## src/inc/disc_write_pkg.sv

```systemverilog
package disc_write_pkg;
  localparam int WORD_W = 16;
  localparam int BUF_DEPTH = 16;
  localparam int ADDR_W = 4;
  localparam int WORDS_PER_SUB = 16;
  localparam int CODE_BITS = 16;
  localparam logic [7:0] LAST_WORD_AT = 8'hf0;
  localparam logic [7:0] LAST_DATA_BIT = 8'hff;
  localparam logic [3:0] LAST_BIT_IN_WORD = 4'hf;
  localparam int CLK_PERIOD_NS = 10;
  localparam int END_PULSE_NS = 200;
  // a longest time: rounds down, never below one cycle
  localparam int END_PULSE_CYC = (END_PULSE_NS / CLK_PERIOD_NS) < 1 ? 1 :
                                 (END_PULSE_NS / CLK_PERIOD_NS);
  localparam logic [15:0] CRC_INIT = 16'h0000;
  localparam logic [15:0] CRC_POLY = 16'h8005;
  localparam logic [7:0] PERIOD_RESET = 8'h01;
  typedef enum logic [2:0] {
    IDLE = 3'h0,
    FILL = 3'h1,
    GO = 3'h3,
    DATA = 3'h2,
    CODE = 3'h6,
    PARITY = 3'h7,
    ENDP = 3'h5
  } seq_type;
endpackage : disc_write_pkg

```

## src/hw/disc_write_buffer_serializer.sv

```systemverilog
`timescale 1ns/1ps
module disc_write_fifo #(
  parameter int W = 16,
  parameter int DEPTH = 16,
  parameter int AW = 4
) (
  input wire logic clk_i,
  input wire logic rst_n_i,
  input wire logic ce_i,
  input wire logic clear_i,
  input wire logic in_valid_i,
  output logic in_ready_o,
  input wire logic [W-1:0] in_data_i,
  output logic out_valid_o,
  input wire logic out_ready_i,
  output logic [W-1:0] out_data_o,
  output logic [AW-1:0] rd_addr_o,
  output logic [AW:0] count_o
);
  logic [W-1:0] mem [DEPTH];
  logic [AW-1:0] wr_addr;
  logic [AW-1:0] rd_addr;
  logic [AW:0] count;
  wire push = in_valid_i && in_ready_o && ce_i;
  wire pop = out_valid_o && out_ready_i && ce_i;
  // full at exactly DEPTH words; both pointers wrap modulo DEPTH
  assign in_ready_o = (count != (AW+1)'(DEPTH));
  assign out_valid_o = (count != '0);
  assign out_data_o = mem[rd_addr];
  assign rd_addr_o = rd_addr;
  assign count_o = count;

  always_ff @(posedge clk_i) begin
    if (push) begin
      mem[wr_addr] <= in_data_i;
    end
  end

  always_ff @(posedge clk_i or negedge rst_n_i) begin
    if (!rst_n_i) begin
      wr_addr <= '0;
      rd_addr <= '0;
      count <= '0;
    end else if (clear_i && ce_i) begin
      wr_addr <= '0;
      rd_addr <= '0;
      count <= '0;
    end else begin
      if (push) wr_addr <= wr_addr + 1'b1;
      if (pop) rd_addr <= rd_addr + 1'b1;
      if (push && !pop) count <= count + 1'b1;
      else if (pop && !push) count <= count - 1'b1;
    end
  end
endmodule : disc_write_fifo

module disc_write_buffer_serializer (
  input wire logic clk_i,
  input wire logic reset_n_i,
  input wire logic enable_i,
  input wire logic write_operation_flag_i,
  input wire logic channel_out_transfer_i,
  input wire logic [15:0] host_data_i,
  input wire logic end_of_operation_i,
  input wire logic write_clock_i,
  input wire logic sector_match_i,
  output logic host_ready_o,
  output logic write_data_n_o,
  output logic write_gate_n_o,
  output logic write_sector_go_n_o,
  output logic shifter_parallel_load_n_o,
  output logic last_word_flag_o,
  output logic code_word_phase_o,
  output logic parity_phase_o,
  output logic subsector_end_pulse_n_o,
  output logic buffer_empty_flag_o
);
  localparam int W = disc_write_pkg::WORD_W;
  localparam int AW = disc_write_pkg::ADDR_W;

  logic rst_s1;
  logic rst_n;
  always_ff @(posedge clk_i or negedge reset_n_i) begin
    if (!reset_n_i) begin
      rst_s1 <= 1'b0;
      rst_n <= 1'b0;
    end else begin
      rst_s1 <= 1'b1;
      rst_n <= rst_s1;
    end
  end

  wire ce = enable_i;
  disc_write_pkg::seq_type state;
  disc_write_pkg::seq_type next_state;

  // pins from the drive: three flops, a change counts once stages 2 and 3 agree
  logic [2:0] wclk_s;
  logic [2:0] smatch_s;
  logic wclk_q;
  logic smatch_q;
  always_ff @(posedge clk_i or negedge rst_n) begin
    if (!rst_n) begin
      wclk_s <= '0;
      smatch_s <= '0;
      wclk_q <= 1'b0;
      smatch_q <= 1'b0;
    end else if (ce) begin
      wclk_s <= {wclk_s[1:0], write_clock_i};
      smatch_s <= {smatch_s[1:0], sector_match_i};
      if (wclk_s[1] == wclk_s[2]) wclk_q <= wclk_s[2];
      if (smatch_s[1] == smatch_s[2]) smatch_q <= smatch_s[2];
    end
  end
  wire wclk_rise = ce && (wclk_s[1] == wclk_s[2]) && wclk_s[2] && !wclk_q;

  // host side: input register and buffer load
  logic wop_d;
  logic pending;
  logic [W-1:0] in_reg;
  wire start = ce && write_operation_flag_i && !wop_d;
  wire strobe = ce && channel_out_transfer_i && write_operation_flag_i && !pending;
  wire fifo_ready;
  wire push = pending && fifo_ready && ce;
  wire next_pending = start ? 1'b0 : (strobe ? 1'b1 : (push ? 1'b0 : pending));

  always_ff @(posedge clk_i or negedge rst_n) begin
    if (!rst_n) begin
      wop_d <= 1'b0;
      pending <= 1'b0;
      in_reg <= '0;
      host_ready_o <= 1'b0;
    end else if (ce) begin
      wop_d <= write_operation_flag_i;
      pending <= next_pending;
      host_ready_o <= !next_pending && write_operation_flag_i;
      if (strobe && !start) in_reg <= host_data_i;
    end
  end

  wire fifo_valid;
  wire [W-1:0] fifo_data;
  wire [AW-1:0] rd_addr;
  wire [AW:0] count;
  logic pop;
  wire full = !fifo_ready;

  disc_write_fifo #(
    .W(W),
    .DEPTH(disc_write_pkg::BUF_DEPTH),
    .AW(AW)
  ) u_buf (
    .clk_i(clk_i),
    .rst_n_i(rst_n),
    .ce_i(ce),
    .clear_i(start),
    .in_valid_i(pending),
    .in_ready_o(fifo_ready),
    .in_data_i(in_reg),
    .out_valid_o(fifo_valid),
    .out_ready_i(pop),
    .out_data_o(fifo_data),
    .rd_addr_o(rd_addr),
    .count_o(count)
  );

  // disc side
  logic write_latch;
  logic [W-1:0] shifter;
  logic [7:0] bit_count;
  logic [3:0] code_count;
  logic [15:0] crc;
  logic par;
  logic par_sent;
  logic [7:0] period_cnt;
  logic [7:0] period;
  logic [8:0] hold;
  logic [7:0] end_cnt;

  function automatic logic [15:0] crc_step(input logic [15:0] c, input logic b);
    crc_step = {c[14:0], 1'b0} ^ ((b ^ c[15]) ? disc_write_pkg::CRC_POLY : 16'h0000);
  endfunction : crc_step

  // drive write clock edges are the shift clock once the latch is set
  wire shift_tick = wclk_rise && write_latch;
  wire in_data = (state == disc_write_pkg::DATA);
  wire cur_bit = in_data ? ~shifter[0] :
                 (state == disc_write_pkg::CODE) ? crc[15] : ~par;
  wire word_end = in_data && (bit_count[3:0] == disc_write_pkg::LAST_BIT_IN_WORD) &&
                  (bit_count != disc_write_pkg::LAST_DATA_BIT);
  wire load_release = ce && !shifter_parallel_load_n_o && in_data && (hold == 9'h001);
  wire go_release = ce && (state == disc_write_pkg::GO) && smatch_q;
  wire end_done = (state == disc_write_pkg::ENDP) && (end_cnt == 8'h01);
  // the parity bit takes one shift clock, the end pulse starts on the one after it
  wire par_tick = shift_tick && (state == disc_write_pkg::PARITY) && !par_sent;
  wire end_tick = shift_tick && (state == disc_write_pkg::PARITY) && par_sent;
  assign pop = go_release || load_release;

  always_comb begin
    next_state = state;
    unique case (state)
      disc_write_pkg::IDLE: if (start) next_state = disc_write_pkg::FILL;
      disc_write_pkg::FILL: if (full) next_state = disc_write_pkg::GO;
      disc_write_pkg::GO: if (smatch_q) next_state = disc_write_pkg::DATA;
      disc_write_pkg::DATA: begin
        if (shift_tick && bit_count == disc_write_pkg::LAST_DATA_BIT) begin
          next_state = disc_write_pkg::CODE;
        end
      end
      disc_write_pkg::CODE: if (shift_tick && code_count == 4'hf) next_state = disc_write_pkg::PARITY;
      disc_write_pkg::PARITY: if (end_tick) next_state = disc_write_pkg::ENDP;
      disc_write_pkg::ENDP: begin
        if (end_done) begin
          next_state = (end_of_operation_i && !fifo_valid) ?
                       disc_write_pkg::IDLE : disc_write_pkg::FILL;
        end
      end
      default: next_state = disc_write_pkg::IDLE;
    endcase
    if (!write_operation_flag_i) next_state = disc_write_pkg::IDLE;
  end

  always_ff @(posedge clk_i or negedge rst_n) begin
    if (!rst_n) begin
      state <= disc_write_pkg::IDLE;
      write_sector_go_n_o <= 1'b1;
      shifter_parallel_load_n_o <= 1'b1;
      write_latch <= 1'b0;
      shifter <= '0;
      bit_count <= '0;
      code_count <= '0;
      crc <= disc_write_pkg::CRC_INIT;
      par <= 1'b0;
      par_sent <= 1'b0;
      last_word_flag_o <= 1'b0;
      code_word_phase_o <= 1'b0;
      parity_phase_o <= 1'b0;
      subsector_end_pulse_n_o <= 1'b1;
      end_cnt <= '0;
      hold <= '0;
    end else if (ce) begin
      state <= next_state;
      // phase flags change together with the write data, so they mark the bit on the line
      if (shift_tick) begin
        code_word_phase_o <= (state == disc_write_pkg::CODE);
        parity_phase_o <= par_tick;
      end
      if (par_tick) par_sent <= 1'b1;
      if (state == disc_write_pkg::FILL && full) begin
        write_sector_go_n_o <= 1'b0;
        shifter_parallel_load_n_o <= 1'b0;
        shifter <= ~fifo_data;
      end
      if (go_release) begin
        write_sector_go_n_o <= 1'b1;
        shifter_parallel_load_n_o <= 1'b1;
        write_latch <= 1'b1;
        bit_count <= '0;
        code_count <= '0;
        crc <= disc_write_pkg::CRC_INIT;
        par <= 1'b0;
        par_sent <= 1'b0;
        last_word_flag_o <= 1'b0;
      end
      if (shift_tick) begin
        par <= par ^ cur_bit;
        if (in_data) begin
          crc <= crc_step(crc, cur_bit);
          bit_count <= bit_count + 8'h01;
          if (bit_count == disc_write_pkg::LAST_WORD_AT - 8'h01) last_word_flag_o <= 1'b1;
          if (word_end) begin
            // this word's location is freed to the host only when the load pulse ends, while this word shifts
            shifter <= ~fifo_data;
            shifter_parallel_load_n_o <= 1'b0;
            hold <= 9'(period) + 9'(period >> 1);
          end else begin
            shifter <= shifter >> 1;
          end
        end else if (state == disc_write_pkg::CODE) begin
          crc <= crc << 1;
          code_count <= code_count + 4'h1;
        end
      end else if (!shifter_parallel_load_n_o && in_data && hold != 9'h000) begin
        hold <= hold - 9'h001;
      end
      if (load_release) shifter_parallel_load_n_o <= 1'b1;
      if (end_tick) begin
        subsector_end_pulse_n_o <= 1'b0;
        end_cnt <= 8'(disc_write_pkg::END_PULSE_CYC);
        write_latch <= 1'b0;
        last_word_flag_o <= 1'b0;
      end else if (state == disc_write_pkg::ENDP) begin
        end_cnt <= end_cnt - 8'h01;
        if (end_done) subsector_end_pulse_n_o <= 1'b1;
      end
      if (next_state == disc_write_pkg::IDLE) begin
        write_sector_go_n_o <= 1'b1;
        shifter_parallel_load_n_o <= 1'b1;
        write_latch <= 1'b0;
        subsector_end_pulse_n_o <= 1'b1;
        code_word_phase_o <= 1'b0;
        parity_phase_o <= 1'b0;
      end
    end
  end

  // bit time measured between write clock edges, used for the load hold
  always_ff @(posedge clk_i or negedge rst_n) begin
    if (!rst_n) begin
      period_cnt <= disc_write_pkg::PERIOD_RESET;
      period <= disc_write_pkg::PERIOD_RESET;
    end else if (ce) begin
      if (wclk_rise) begin
        period <= period_cnt;
        period_cnt <= disc_write_pkg::PERIOD_RESET;
      end else if (period_cnt != 8'hff) begin
        period_cnt <= period_cnt + 8'h01;
      end
    end
  end

  // write data and write gate flops, clocked by drive write clock edges
  always_ff @(posedge clk_i or negedge rst_n) begin
    if (!rst_n) begin
      write_data_n_o <= 1'b1;
      write_gate_n_o <= 1'b1;
      buffer_empty_flag_o <= 1'b1;
    end else if (ce) begin
      buffer_empty_flag_o <= (count == '0);
      if (wclk_rise) write_gate_n_o <= !write_latch;
      if (shift_tick) write_data_n_o <= ~cur_bit;
    end
  end

  a_strobe_capture: assert property (@(posedge clk_i) disable iff (!rst_n)
    strobe && !start |=> pending && in_reg == $past(host_data_i))
    else $error("host word not captured");
  a_start_clears: assert property (@(posedge clk_i) disable iff (!rst_n)
    start |=> count == '0 && rd_addr == '0)
    else $error("write start did not clear buffer");
  a_full_go: assert property (@(posedge clk_i) disable iff (!rst_n)
    ce && state == disc_write_pkg::FILL && full |=>
    !write_sector_go_n_o && !shifter_parallel_load_n_o && shifter == ~$past(fifo_data))
    else $error("full buffer did not start go");
  a_go_advance: assert property (@(posedge clk_i) disable iff (!rst_n)
    go_release |=> write_sector_go_n_o && rd_addr == $past(rd_addr) + 1'b1)
    else $error("go release did not advance read address");
  a_count_track: assert property (@(posedge clk_i) disable iff (!rst_n)
    push && !pop && !start |=> count == $past(count) + 1'b1)
    else $error("contents counter did not count up");
  a_bit_out: assert property (@(posedge clk_i) disable iff (!rst_n)
    shift_tick && in_data |=> write_data_n_o == $past(shifter[0]))
    else $error("serial bit wrong");
  a_last_word: assert property (@(posedge clk_i) disable iff (!rst_n)
    shift_tick && in_data && bit_count == 8'hef |=> last_word_flag_o)
    else $error("last word flag late");
  a_code_entry: assert property (@(posedge clk_i) disable iff (!rst_n)
    shift_tick && state == disc_write_pkg::CODE && code_count == 4'h0 |=>
    code_word_phase_o && !parity_phase_o)
    else $error("code phase not entered");
  a_end_pulse: assert property (@(posedge clk_i) disable iff (!rst_n)
    $fell(subsector_end_pulse_n_o) |-> !subsector_end_pulse_n_o[*8])
    else $error("end pulse too short");
endmodule : disc_write_buffer_serializer

```

## config.mk

```make
export PLATFORM = sky130hd
export DESIGN_NAME = disc_write_buffer_serializer
export DESIGN_NICKNAME = d
export VERILOG_FILES = /design/src/inc/disc_write_pkg.sv /design/src/hw/disc_write_buffer_serializer.sv
export SDC_FILE = /design/constraint.sdc
export NUM_CORES = 1
export LEC_CHECK = 0
export ABC_AREA = 1
export BUFFER_PORTS_ARGS = -buffer_cell sky130_fd_sc_hd__buf_2
export CORE_MARGIN = 2
export CORE_UTILIZATION = 35
export DETAILED_ROUTE_END_ITERATION = 12
export GPL_TIMING_DRIVEN = 0
export PLACE_DENSITY = 0.6
export SYNTH_ARGS = -nofsm -noshare
export SYNTH_HDL_FRONTEND = slang
export SYNTH_SLANG_ARGS = --single-unit
```

## constraint.sdc

```tcl
create_clock -name clk_i -period 5.35 [get_ports clk_i]
set_input_delay 0.8025 -clock clk_i [delete_from_list [all_inputs] [get_ports clk_i]]
set_output_delay 0.8025 -clock clk_i [all_outputs]
set_load 0.03 [all_outputs]
```

# Word level (Yosys, flattened, before mapping)
# Memory sizes are Yosys's and may differ from the RTL's.
# Index checks and enable logic that the tools add are counted.
dict set report word_totals {
  mem_count 1
  out_inout_bits 10
  ramBits 256
  elab_cells 229
  in_bits 24
  register_bits 134
}
dict set report classes {
  reduce_logical 80
  bitwise 7
  addsub 10
  eq_ne 19
  n_mux 78
}
# name words width rd rd_ports_with_merged_regs write_ports line
set memory_table {}
lappend memory_table {u_buf.mem 16 16 1 0 1 disc_write_buffer_serializer.sv:20} ;# logic [W-1:0] mem [DEPTH];
# op count
set ops {}
lappend ops {{2-to-1 mux 16 bit} 9}
lappend ops {{2-to-1 mux 8 bit} 7}
lappend ops {{2-to-1 mux 1 bit} 38}
lappend ops {{2-to-1 mux 9 bit} 4}
lappend ops {{logical AND 1 bit} 35}
lappend ops {{2-to-1 mux 4 bit} 8}
lappend ops {{2-to-1 mux 3 bit} 8}
lappend ops {{AND reduction 2 bit} 12}
lappend ops {{case mux 3 bit (7 select lines)} 1}
lappend ops {{adder 8 x 1 -> 8 bit, second input constant} 2}
lappend ops {{== test 8 bit, second input constant} 2}
lappend ops {{inequality test 8 bit, second input constant} 2}
lappend ops {{inverter 16 bit} 1}
lappend ops {{nonzero test 2 bit} 8}
lappend ops {{bitwise XOR 16 bit} 1}
lappend ops {{2-to-1 mux 5 bit} 3}
lappend ops {{nonzero test 3 bit} 5}
lappend ops {{adder 4 x 1 -> 4 bit, second input constant} 3}
lappend ops {{logical NOT 1 bit} 12}
lappend ops {{adder 8 x 7 -> 9 bit} 1}
lappend ops {{== test 3 bit, second input constant} 3}
lappend ops {{== test 9 x 1 -> 1 bit, second input constant} 1}
lappend ops {{nonzero test 9 bit} 1}
lappend ops {{subtractor 9 x 1 -> 9 bit, second input constant} 1}
lappend ops {{18 further kinds} 26}

# Logic depth before layout (Yosys ltp)
# Gate-level depths: netlist of run 1.
dict set report logic_depth {
  word_depth 13
  ltp_mapped 16
  ltp_nobuf 16
}

# By module
# From an unflattened synthesis of run 1, not the netlist that was laid out.
dict set report hier_totals {
  cells_unflattened 1643
  area_unflattened_um2 17411.7
}
# module n_inst area_each_um2 seq_area_each_um2 cells_per_inst
set modules_own_cells {}
lappend modules_own_cells {disc_write_fifo 1 11011.8 8012.7 869}
lappend modules_own_cells {disc_write_buffer_serializer 1 6399.9 3037.9 774}

# Least setup slack after synthesis of run 1
# Ideal clock, no wire load.
dict set report synth_path {
  path_type {in2reg}
  from {input port enable_i}
  to {register u_buf.count[4] (netlist: u_buf.count_o[4])}
  path_slack_ns 2.670
  setup_ns 0.125
  arrival_time_ns 2.555
  stages 14
  required_time_ns 5.225
  n_path_buf 1
  cell_sequence {buf_4 -> inv_1 -> nor3_1 -> nand4_1 -> nand2_1 -> nand2_1 -> ha_1 -> inv_1 -> ha_1 -> nand2_1 -> nand2_1 -> a21oi_1 -> xor2_1 -> o22ai_1}
}
dict set report synth_via {
  elab_chain_len 10
  elab_cells_between_ends 19
  cone_classes {mux: 2; reduce/logical: 17}
}
# element line
set synth_lines {}
lappend synth_lines {{start: declaration} disc_write_buffer_serializer.sv:60} ;# input wire logic enable_i,
lappend synth_lines {{logical AND 1 bit (3 in a row)} disc_write_buffer_serializer.sv:191} ;# wire load_release = ce && !shifter_parallel_load_n_o && in_data && (hold == 9'h001);
lappend synth_lines {{logical OR 1 bit} disc_write_buffer_serializer.sv:197} ;# assign pop = go_release || load_release;
lappend synth_lines {{logical AND 1 bit (2 in a row)} disc_write_buffer_serializer.sv:25} ;# wire pop = out_valid_o && out_ready_i && ce_i;
lappend synth_lines {{logical NOT 1 bit} disc_write_buffer_serializer.sv:51} ;# if (push && !pop) count <= count + 1'b1;
lappend synth_lines {{logical AND 1 bit} disc_write_buffer_serializer.sv:51}
lappend synth_lines {{2-to-1 mux 5 bit} disc_write_buffer_serializer.sv:51}
lappend synth_lines {{2-to-1 mux 5 bit} disc_write_buffer_serializer.sv:44} ;# end else if (clear_i && ce_i) begin
lappend synth_lines {{end signal: assignment} disc_write_buffer_serializer.sv:51}
lappend synth_lines {{end signal: assignment} disc_write_buffer_serializer.sv:52} ;# else if (pop && !push) count <= count - 1'b1;
lappend synth_lines {{end: declaration} disc_write_buffer_serializer.sv:23} ;# logic [AW:0] count;
# Parallel ways exist; a longest one is shown, timed or not.
# A chain may end at the register's enable or synchronous reset.

# Final worst setup path of run 1
dict set report layout_path {
  from {register state[0]}
  to {register u_buf.count[4] (netlist: u_buf.count_o[4])}
}
dict set report layout_via {
  elab_chain_len 10
  elab_cells_between_ends 15
  cone_classes {eq/ne: 2; mux: 2; reduce/logical: 11}
}
# element line
set layout_lines {}
lappend layout_lines {{start: declaration} disc_write_buffer_serializer.sv:94} ;# disc_write_pkg::seq_type state;
lappend layout_lines {{start signal: assignment} disc_write_buffer_serializer.sv:225} ;# state <= disc_write_pkg::IDLE;
lappend layout_lines {{start signal: assignment} disc_write_buffer_serializer.sv:242} ;# state <= next_state;
lappend layout_lines {{== test 3 x 2 -> 1 bit (on tied branches)} {disc_write_buffer_serializer.sv:192, disc_write_buffer_serializer.sv:186}}
lappend layout_lines {{logical AND 1 bit (on tied branches) (2 in a row)} {disc_write_buffer_serializer.sv:192, disc_write_buffer_serializer.sv:191}}
lappend layout_lines {{logical OR 1 bit *} disc_write_buffer_serializer.sv:197}
lappend layout_lines {{logical AND 1 bit * (2 in a row)} disc_write_buffer_serializer.sv:25}
lappend layout_lines {{logical NOT 1 bit} disc_write_buffer_serializer.sv:51}
lappend layout_lines {{logical AND 1 bit} disc_write_buffer_serializer.sv:51}
lappend layout_lines {{2-to-1 mux 5 bit} disc_write_buffer_serializer.sv:51}
lappend layout_lines {{2-to-1 mux 5 bit} disc_write_buffer_serializer.sv:44}
# Every way passes the cells marked *; elsewhere a longest branch is shown, timed or not.

==> results of run 1 <==
metal layers:
| layer | vias up | GRT usage | share of wire |
|---|---|---|---|
| met1 | 6028 | 0.2257 | 0.42 |
| met4 | 0 | 0.07755 | 0.038 |
| met3 | 96 | 0.03012 | 0.064 |
| met5 | - | 0 | 0 |
| li1 | 5843 | - | - |
| met2 | 404 | 0.2932 | 0.48 |
layout make-up:
| cell class | instances | area [µm²] | share of cell area |
|---|---|---|---|
| buffer | 74 | 334.1 | 0.01686 |
| multi-input combinational | 1088 | 5373 | 0.2712 |
| timing repair buffer | 48 | 410.4 | 0.02072 |
| clock inverter | 18 | 251.5 | 0.01270 |
| sequential | 390 | 11050 | 0.5580 |
| tap | 622 | 778.2 | 0.03929 |
| inverter | 103 | 386.6 | 0.01952 |
| clock buffer | 58 | 1222 | 0.06171 |
stage by stage:
| stage | setup WS [ps] | util | instance area [µm²] | TNS, ps | hold slack, ps |
|---|---|---|---|---|---|
| finish | 2334 | 0.4081 | 19810 | 0 | 198.3 |
| floorplan | 1354 | - | 17100 | 0 | 331.2 |
| detailed placement | 1880 | 0.3775 | 18330 | 0 | 213.5 |
| CTS | 2329 | 0.4081 | 19810 | 0 | 206.3 |
| global placement | -503.3 | 0.3718 | 18050 | -60430 | 338.2 |
| global route | 2003 | 0.4081 | 19810 | 0 | 229.2 |
cell usage after synthesis, drive strengths merged:
| master | n | area, µm² |
|---|---|---|
| a211oi | 2 | 15.01 |
| a21o | 2 | 15.01 |
| a21oi | 38 | 193.9 |
| a31oi | 2 | 12.51 |
| a32oi | 2 | 17.52 |
| buf | 40 | 206.5 |
| clkbuf | 34 | 127.6 |
| clkinv | 1 | 3.750 |
| conb | 1 | 3.750 |
| dfrtp | 126 | 3153 |
| dfstp | 8 | 210.2 |
| edfxtp | 256 | 7687 |
| fa | 2 | 40.04 |
| ha | 26 | 325.3 |
| inv | 102 | 382.9 |
| mux2 | 16 | 180.2 |
| nand2 | 502 | 1924 |
| nand3 | 267 | 1349 |
| nand3b | 1 | 7.510 |
| nand4 | 15 | 108.9 |
| nor2 | 75 | 320.3 |
| nor3 | 14 | 81.33 |
| nor3b | 3 | 22.52 |
| o211ai | 6 | 45.04 |
| o21a | 3 | 23.77 |
| o21ai | 76 | 395.4 |
| o21bai | 1 | 7.510 |
| o22ai | 17 | 106.4 |
| o31ai | 5 | 37.54 |
| o41ai | 1 | 8.760 |
| or2 | 2 | 12.52 |
| xnor2 | 3 | 26.28 |
| xor2 | 6 | 52.55 |
worst register-to-register path, delay by kind of cell, from the launching register on:
| kind | cells | cell delay, ps |
|---|---|---|
| adders and majority gates | 2 | 570 |
| buffers and inverters | 3 | 370 |
| AOI/OAI and AO/OA | 2 | 240 |
| xor gates and xnor gates | 1 | 170 |
| DFF | 1 | 430 |
| and+or+nand+nor | 8 | 1120 |
cells in the final DEF (no fill, tap or decap), types with 37 or more instances in the layout:
cell type / n
dfrtp_1: 125
nand3_1: 266
clkbuf_1: 40
inv_1: 100
o21ai_0: 68
buf_2: 54
edfxtp_1: 256
nand2_1: 494
nor2_1: 55
clkbuf_16: 43
a21oi_1: 37
worst min path at each step:
stage / startpoint / end / depth (start not counted)
floorplan: rst_s1 / rst_n / 0
global route: rst_n / in_reg[2] / 0
detailed placement: rst_n / in_reg[1] / 0
finish: rst_n / in_reg[2] / 0
global placement: rst_s1 / rst_n / 0
CTS: rst_n / in_reg[2] / 0
what timing repair did:
item	in CTS	in global routing
hold buffers	1	0
endpoints found under the hold margin	2	0
buffers inserted	0	0
kinds of logic after synthesis:
logic type,synth area share
AO/OA/AOI/OAI,0.05135
XOR/XNOR,0.004609
adder cells (fa/ha/maj),0.02136
buffers and inverters,0.04214
flip-flops,0.6461
multiplexers,0.01053
other,0.0002192
AND/OR/NAND/NOR,0.2237
power by group:
group | switching, W | total (W) | internal, W
Combinational | 0.000427 | 0.000687 | 0.000261
Sequential | 0.000432 | 0.00411 | 0.00368
Clock | 0.00122 | 0.00307 | 0.00185
Total | 0.00208 | 0.00787 | 0.00579
==> summary.md, run 1 <==
| Metric | Value |
|---|---|
| Initial DRC Count | `~1000` |
| Row cnt | `just over 80` |
| Leak | `8.089 nW` |
| Critical path class | `reg -> reg` |
| Syn Inst Count | `1655` |
| Die width | `about 230 µm` |
| Placed Instances | `about 2300` |
| Post-Syn Area | `between 15000 and 20000 µm²` |
| All-Layer GR Usage | `0.1760` |
| Post-DP HPWL | `29330 µm` |
| Sequential cell area fraction in the yosys report | `0.6461` |
| Fin. max-slew vios | `0` |
| Warnings from Yosys | `0` |
| CP endpoint | `u_buf.count_o[4]` |
| Core area | `48550 µm²` |
| Largest net degree at the start of global routing | `70` |
| Fin cells | `around 2400` |
| Initial antenna violation count | `0` |
| Worst-path maximum fanout | `6` |
| Status | `finished, final reports clean` |
| Crit path depth | `16` |
| Remaining DRCs | `0` |
| Critical path startpoint | `state[0]` |
| Worst path cell trace | `inv_1 -> nand2_2 -> inv_1 -> nand2_2 -> nor3_1 -> nand4_1 -> nand2_1 -> nand2_1 -> ha_1 -> inv_1 -> ha_1 -> nand2_1 -> nand2_1 -> a21oi_1 -> xor2_1 -> o22ai_1` |
| CTS buffer count | `between 40 and 50` |
| MaxCap Viol Count | `0` |
| Final hold violation count | `0` |
| H-tree depth | `2` |
| Minimum clock period after layout | `3016 ps` |
| Top reg by flops | `u_buf.mem` |
| Root Buffer | `clkbuf_16` |
| Routed len/inst | `between 15 and 20 µm` |
| Post-Syn Nets | `around 1700` |
| TritonRoute pass-1 iters | `5` |
| Slew headroom | `0.3298` |
| Port bufs | `33` |
| Pwr/cell area | `397.2 nW/µm²` |
| I/O Pins | `34` |
| Reg clk slew, reported paths | `approximately 60 ps` |
| Final ANT Viol Nets | `0` |
| R2R setup slack | `roughly 2300 ps` |
| FF+latch count, synth | `390` |
| Cell family contributing the most delay on the critical path | `simple AND/OR/NAND/NOR gates` |
| CP startpoint kind | `flip-flop` |
| F_max | `331.6 MHz` |
| Arr. time, crit path | `around 3500 ps` |
| Nets | `around 1800` |
| Crit Reg-Reg Endpoint | `u_buf.count_o[4]` |
| RSZ-0062 raised after global routing | `no` |
| First-pass GRT wire length | `between 60000 and 70000 µm` |
| Cell mode on critical path | `nand2_1` |
| GRT Residual Overflow | `0` |
| Layout fillers | `4584` |
| Initial Util | `0.3523` |
| Post-Route WL | `43970 µm` |
| Area growth syn-to-layout | `15.82%` |
| Critical Path RT | `between 5000 and 6000 ps` |
| Worst Setup End Kind | `flip-flop` |
| Layout cells sized above 1 | `0.1124` |
| Largest stage delay on the critical path | `430 ps` |
| Die Footprint | `about 51000 µm²` |
| Buf/Inv on CP | `3` |
| Slowest cell on crit path | `dfrtp_1` |
| Hold Crit Class | `reg -> async` |
| Mean Syn Cell Area | `slightly above 10 µm²` |
| Via count | `12371` |
| Fin crit share | `0.5637` |
| Resized Gates After CTS | `0` |
| CTS tree | `yes` |
| Vias per Instance | `between 5 and 6` |
| Reg2Reg Depth | `16` |
| Maximum VDD drop | `353.2 µV` |
| Worst-margin pin slew | `approximately 1000 ps` |
| Skew-Pair Late Insertion Delay | `around 570 ps` |
| PnR Total Power | `around 0.0079 W` |
| Worst r2r src | `state[0]` |
| Ant. Diodes | `0` |
| Distinct cells, synth | `51` |
| Vias in the first global route | `12000` |
| GPL Wtd Cong | `0.8693` |
| Clock sink total | `390` |
| Largest register FFs | `around 260` |
| Longest Clk Path Bufs | `3` |
| Die Ht | `~230 µm` |
| Final setup violation count | `0` |
| Final Skew | `about 16 ps` |
(Power assumes the default switching activity.)
==> inputs of run 2 (changes only) <==
==> constraint.sdc (replaced) <==
create_clock -name clk_i -period 2.9 [get_ports clk_i]
set_input_delay 0.435 -clock clk_i [delete_from_list [all_inputs] [get_ports clk_i]]
set_output_delay 0.435 -clock clk_i [all_outputs]
set_load 0.03 [all_outputs]
==> run 2 against run 1 <==
  * Wire length shrank 0.94%
  * Largest power group unchanged
  * Worst hold slack got worse by 110 ps
  * Die area unchanged
  * Highest routed layer unchanged
  * Global-route usage shrank 0.24 points
  * Cell area decreased by 0.77%
  * Combinational power is 85% higher
  * Critical path type unchanged
  * Sequential share of layout area grew 0.43 points
  * Sequential power rose by 85%
  * Non-clock buffer count is the same
  * Final cell count did not move
  * First-iteration DRC count decreased by 8.9%
  * Register-to-register slack worse by 2200 ps
==> summary.md, run 2 (synthesis gave the netlist of run 1 again) <==
| Metric | Value |
|---|---|
| Status | `finished, final reports clean` |
| Final ANT Viol Nets | `0` |
| Final Skew | `about 29 ps` |
| Root Buffer | `clkbuf_16` |
| Slowest cell on crit path | `dfrtp_1` |
| Post-Route WL | `approximately 44000 µm` |
| Nets | `1798` |
| Leak | `~8 nW` |
| Final setup violation count | `0` |
| Die Ht | `225.1 µm` |
| GR Util met1 | `0.2278` |
| Final hold violation count | `0` |
| Worst r2r src | `state[0]` |
| Initial Util | `0.3523` |
| RSZ-0062 raised after global routing | `no` |
| Remaining DRCs | `0` |
| GR peak layer | `met2` |
| CP startpoint kind | `flip-flop` |
| Area occupied by registers | `11050 µm²` |
| Maximum VDD drop | `just over 600 µV` |
| Crit Reg-Reg Endpoint | `u_buf.count_o[4]` |
| Layout fillers | `4613` |
| Hold endpoint | `in_reg[14]` |
| Arr. time, crit path | `around 3200 ps` |
| Die width | `between 200 and 250 µm` |
| Clock sink total | `390` |
| Worst Setup End Kind | `flip-flop` |
| Pwr/cell area | `707.9 nW/µm²` |
| Initial DRC Count | `about 910` |
| Met2 global-route usage | `0.2878` |
| Worst path cell trace | `inv_1 -> nand2_2 -> inv_2 -> nand2_2 -> nor3_4 -> nand4_1 -> nand2_1 -> nand2_2 -> ha_2 -> inv_2 -> ha_1 -> nand2_1 -> nand2_1 -> a21oi_2 -> xor2_1 -> o22ai_1` |
| R2R setup slack | `140 ps` |
| GPL Wtd Cong | `0.8651` |
| Reg clk slew, reported paths | `approximately 60 ps` |
| Final worst slack | `143.1 ps` |
| Reg2Reg Depth | `16` |
| Minimum clock period after layout | `between 2000 and 3000 ps` |
| Largest stage delay on the critical path | `around 440 ps` |
| I/O Pins | `34` |
| Hold depth | `2` |
| Die Footprint | `around 51000 µm²` |
| H-tree depth | `2` |
| Initial antenna violation count | `0` |
| Most common cell after layout, fill and taps aside | `nand2_1` |
| Critical path class | `reg -> reg` |
| Port bufs | `33` |
| GRT met3 Usage | `0.02777` |
| GRT Residual Overflow | `0` |
| Area growth syn-to-layout | `14.93%` |
| First-pass GRT wire length | `just under 70000 µm` |
| Core area | `48550 µm²` |
| CTS tree | `yes` |
| Largest net degree at the start of global routing | `69` |
| Longest Clk Path Bufs | `3` |
| TritonRoute pass-1 iters | `5` |
| Multi-input logic area | `around 5400 µm²` |
| F_max | `between 300 and 400 MHz` |
| Largest register FFs | `between 200 and 300` |
| MaxCap Viol Count | `0` |
| Final hold slack | `just under 90 ps` |
| Vias in the first global route | `11909` |
| Top reg by flops | `u_buf.mem` |
| CTS buffer count | `41` |
| Via count | `between 10000 and 15000` |
| Ant. Diodes | `0` |
| Fin. max-slew vios | `0` |
| Core Util, Final | `0.4049` |
| Layout cells sized above 1 | `0.1091` |
| Skew-Pair Late Insertion Delay | `around 570 ps` |
| Most frequent cells in the layout | `nand2_1, nand3_1, edfxtp_1` |
| Vias per Instance | `5.080` |
| All-Layer GR Usage | `0.1736` |
| DP Worst Slack | `-271.8 ps` |
| Fin crit share | `0.9507` |
| Slew headroom | `0.3452` |
| Worst-path maximum fanout | `6` |
| Routed len/inst | `about 18 µm` |
| Critical Path RT | `between 3000 and 4000 ps` |
| Row cnt | `81` |
| Post-DP HPWL | `roughly 29000 µm` |
| Hold Crit Class | `in -> reg` |
| Worst hold start | `host_data_i[14]` |
| Worst-margin pin slew | `roughly 1000 ps` |
[run 2: through the flow]
step	setup TNS [ps]	instance area (µm²)	cells	power, W
floorplan	0	17110	1655	0.008244
global placement	-63960	18050	2310	0.008867
detailed placement	-368.3	18330	2324	0.008970
CTS	0	19650	2401	0.01403
global route	0	19660	2401	0.01453
finish	0	19660	2401	0.01392
[run 2: report_power, final]
group | switching [W] | internal, W | total [W]
Sequential | 0.000793 | 0.00679 | 0.00759
Clock | 0.00219 | 0.00287 | 0.00506
Combinational | 0.000790 | 0.000482 | 0.00127
[run 2: metal layers]
layer  vias to the layer above  share of wire
met5                         -              0
met4                         0          0.037
met3                        94          0.059
met2                       356           0.47
met1                      5890           0.43
li1                       5857              -
[run 2: area by class of cell]
| class | count | share of cell area |
|---|---|---|
| Buffer | 74 | 0.01699 |
| Clock buffer | 53 | 0.05550 |
| Clock inverter | 23 | 0.01057 |
| Inverter | 103 | 0.01980 |
| Multi-Input combinational cell | 1088 | 0.2743 |
| Sequential cell | 390 | 0.5623 |
| Tap cell | 622 | 0.03959 |
| Timing Repair Buffer | 48 | 0.02088 |
[run 2: critical path: cells and delay by family, from the launching register on]
| family | cells | cell delay [ps] |
|---|---|---|
| adder cells (fa/ha/maj) | 2 | 510 |
| buffers and inverters | 3 | 270 |
| flip-flops | 1 | 440 |
| AO/OA/AOI/OAI | 2 | 230 |
| AND/OR/NAND/NOR | 8 | 1040 |
| XOR/XNOR | 1 | 160 |
[run 2: how the worst max path moves through the flow]
stage                         from          endpoint  slack [ps]
final                     state[0]  u_buf.count_o[4]         140
after global routing      state[0]  u_buf.count_o[4]          40
after CTS                 state[0]  u_buf.count_o[4]          40
after detailed placement  enable_i  u_buf.count_o[4]        -270
after global placement       rst_n           hold[7]        -330
after floorplan           state[0]  u_buf.count_o[4]         560
[run 2: what timing repair did]
item,4_1_cts,5_1_grt
setup buffers,0,0
pin swaps,2,2
endpoints found under the setup margin,2,2
resized for setup,4,4
hold endpoints to repair,2,0
hold buffers,1,0
==> inputs of run 3 (changes only) <==
--- a/config.mk
+++ b/config.mk
@@ -12,6 +12,7 @@
 export DETAILED_ROUTE_END_ITERATION = 12
 export GPL_TIMING_DRIVEN = 0
 export PLACE_DENSITY = 0.6
+export REMOVE_ABC_BUFFERS = 1
 export SYNTH_ARGS = -nofsm -noshare
 export SYNTH_HDL_FRONTEND = slang
 export SYNTH_SLANG_ARGS = --single-unit
==> run 3 against run 2 <==
  * Sequential share of layout area shrank 0.12 points
  * Wire length shrank 8.6%
  * Combinational power barely moved
  * Final cell count down 2.8%
  * Maximum frequency increased by 3.2%
  * Clock power rose by 7.9%
  * Count of clock-buffer cells in the layout unchanged
  * Critical endpoint unchanged
  * Largest cell class unchanged
==> summary.md, run 3 (synthesis gave the netlist of run 1 again) <==
| Metric | Value |
|---|---|
| Port bufs | `33` |
| Worst-margin pin slew | `roughly 1200 ps` |
| Hold Crit Class | `in -> reg` |
| Critical Path RT | `around 3300 ps` |
| Post-route setup TNS | `0 ps` |
| TritonRoute pass-1 iters | `5` |
| Nets | `between 1500 and 2000` |
| Layout cells sized above 1 | `0.1099` |
| Placed Instances | `~2300` |
| All-Layer GR Usage | `0.1564` |
| Initial antenna violation count | `0` |
| H-tree depth | `2` |
| Area growth syn-to-layout | `15.27%` |
| PnR Total Power | `approximately 0.014 W` |
| Layout fillers | `roughly 4500` |
| Maximum VDD drop | `375.4 µV` |
| Vias in the first global route | `11435` |
| Most frequent cells in the layout | `nand2_1, nand3_1, edfxtp_1` |
| MaxCap Viol Count | `0` |
| Final ANT Viol Nets | `0` |
| Fin crit share | `0.9216` |
| Final hold slack | `108.5 ps` |
| Die Footprint | `50650 µm²` |
| CTS buffer count | `40` |
| Worst Setup End Kind | `flip-flop` |
| Minimum clock period after layout | `~2700 ps` |
| F_max | `374.2 MHz` |
| Slew headroom | `0.2040` |
| Fin area | `slightly below 20000 µm²` |
| Routed len/inst | `~17 µm` |
| GPL Wtd Cong | `between 0.7 and 0.8` |
| Via count | `~12000` |
| Die width | `225.1 µm` |
| Status | `finished, final reports clean` |
| Post-DP HPWL | `23970 µm` |
| Post-Route WL | `approximately 40000 µm` |
| Most common cell after layout, fill and taps aside | `nand2_1` |
| Root Buffer | `clkbuf_16` |
| Critical path class | `reg -> reg` |
| Multi-input logic area | `5394 µm²` |
| Arr. time, crit path | `about 3100 ps` |
| Reg clk slew, reported paths | `~60 ps` |
| CP startpoint kind | `flip-flop` |
| Initial DRC Count | `about 990` |
| Longest Clk Path Bufs | `3` |
| Top reg by flops | `u_buf.mem` |
| Ant. Diodes | `0` |
| Skew-Pair Late Insertion Delay | `approximately 540 ps` |
| Area post-placement | `about 18000 µm²` |
| Vias per Instance | `between 5 and 6` |
| Pwr/cell area | `approximately 720 nW/µm²` |
| Final Skew | `around 16 ps` |
| First-pass GRT wire length | `61930 µm` |
| Fin cells | `approximately 2300` |
| Row cnt | `81` |
| Die Ht | `~230 µm` |
| Leak | `~8.0 nW` |
| Fin. max-slew vios | `0` |
| Worst-path maximum fanout | `6` |
| Largest net degree at the start of global routing | `81` |
| Area occupied by registers | `between 10000 and 15000 µm²` |
| Core area | `~49000 µm²` |
| Largest register FFs | `around 260` |
| CTS tree | `yes` |
| Initial Util | `0.3523` |
| Clock sink total | `390` |
| Final hold violation count | `0` |
| I/O Pins | `34` |
| GRT Residual Overflow | `0` |
| Final setup violation count | `0` |
| Remaining DRCs | `0` |
-- run 3: cell type report --
class                           count  share of cell area
Clock buffer                       53             0.05527
Clock inverter                     19             0.01567
Inverter                          103             0.02075
Multi-Input combinational cell   1088              0.2736
Sequential cell                   390              0.5612
Tap cell                          622             0.03947
Timing Repair Buffer               57             0.03382
Timing Repair inverter              1           0.0002538
-- run 3: metrics by stage --
stage                 util  worst slack [ps]
floorplan                -             -2529
global placement    0.3649             -6762
detailed placement  0.3751             -1060
CTS                 0.4045             11.01
global route        0.4061            -21.36
finish              0.4061             227.3
-- run 3: power by group --
group / internal [W] / switching [W] / total, W
clock: 0.00336 / 0.00210 / 0.00546
combinational: 0.000499 / 0.000792 / 0.00129
sequential: 0.00679 / 0.000600 / 0.00739
total: 0.0107 / 0.00349 / 0.0141
-- run 3: path summary, 6_finish.rpt --
kind | start | end | slack (ps) | cells after the start
max | state[0] | u_buf.count_o[4] | 230 | 16
min | write_clock_i | wclk_s[0] | 110 | 3
max reg2reg | state[0] | u_buf.count_o[4] | 230 | 16
min reg2reg | rst_n | in_reg[1] | 190 | 0
max in group asynchronous | rst_n | period[0] | 1720 | 2
min in group asynchronous | rst_n | in_reg[1] | 190 | 0
-- run 3: repair_timing --
action                                  4_1_cts  5_1_grt
pin swaps                                     0        1
setup buffers                                 0        2
hold buffers                                  1        0
gates cloned                                  1        0
endpoints found under the setup margin       13       10
endpoints found under the hold margin         2        0
resized for setup                             5        9
-- run 3: critical path, cell delays in order, from the launching register on --
cell	delay, ps
dfrtp_2	450
inv_1	80
nand2_2	80
inv_1	130
nand2_2	130
nor3_4	140
nand4_1	180
nand2_1	120
nand2_2	100
ha_2	220
inv_2	100
ha_1	290
nand2_1	90
nand2_1	50
a21oi_1	140
xor2_1	170
o22ai_1	90
-- run 3: metal layers --
| layer | routed length, µm | vias up | track usage |
|---|---|---|---|
| li1 | - | 5717 | - |
| met1 | 17720 | 5697 | 0.2085 |
| met2 | 19020 | 285 | 0.2604 |
| met3 | 2029 | 74 | 0.02490 |
| met4 | 1060 | 0 | 0.05277 |
| met5 | 0 | - | 0 |
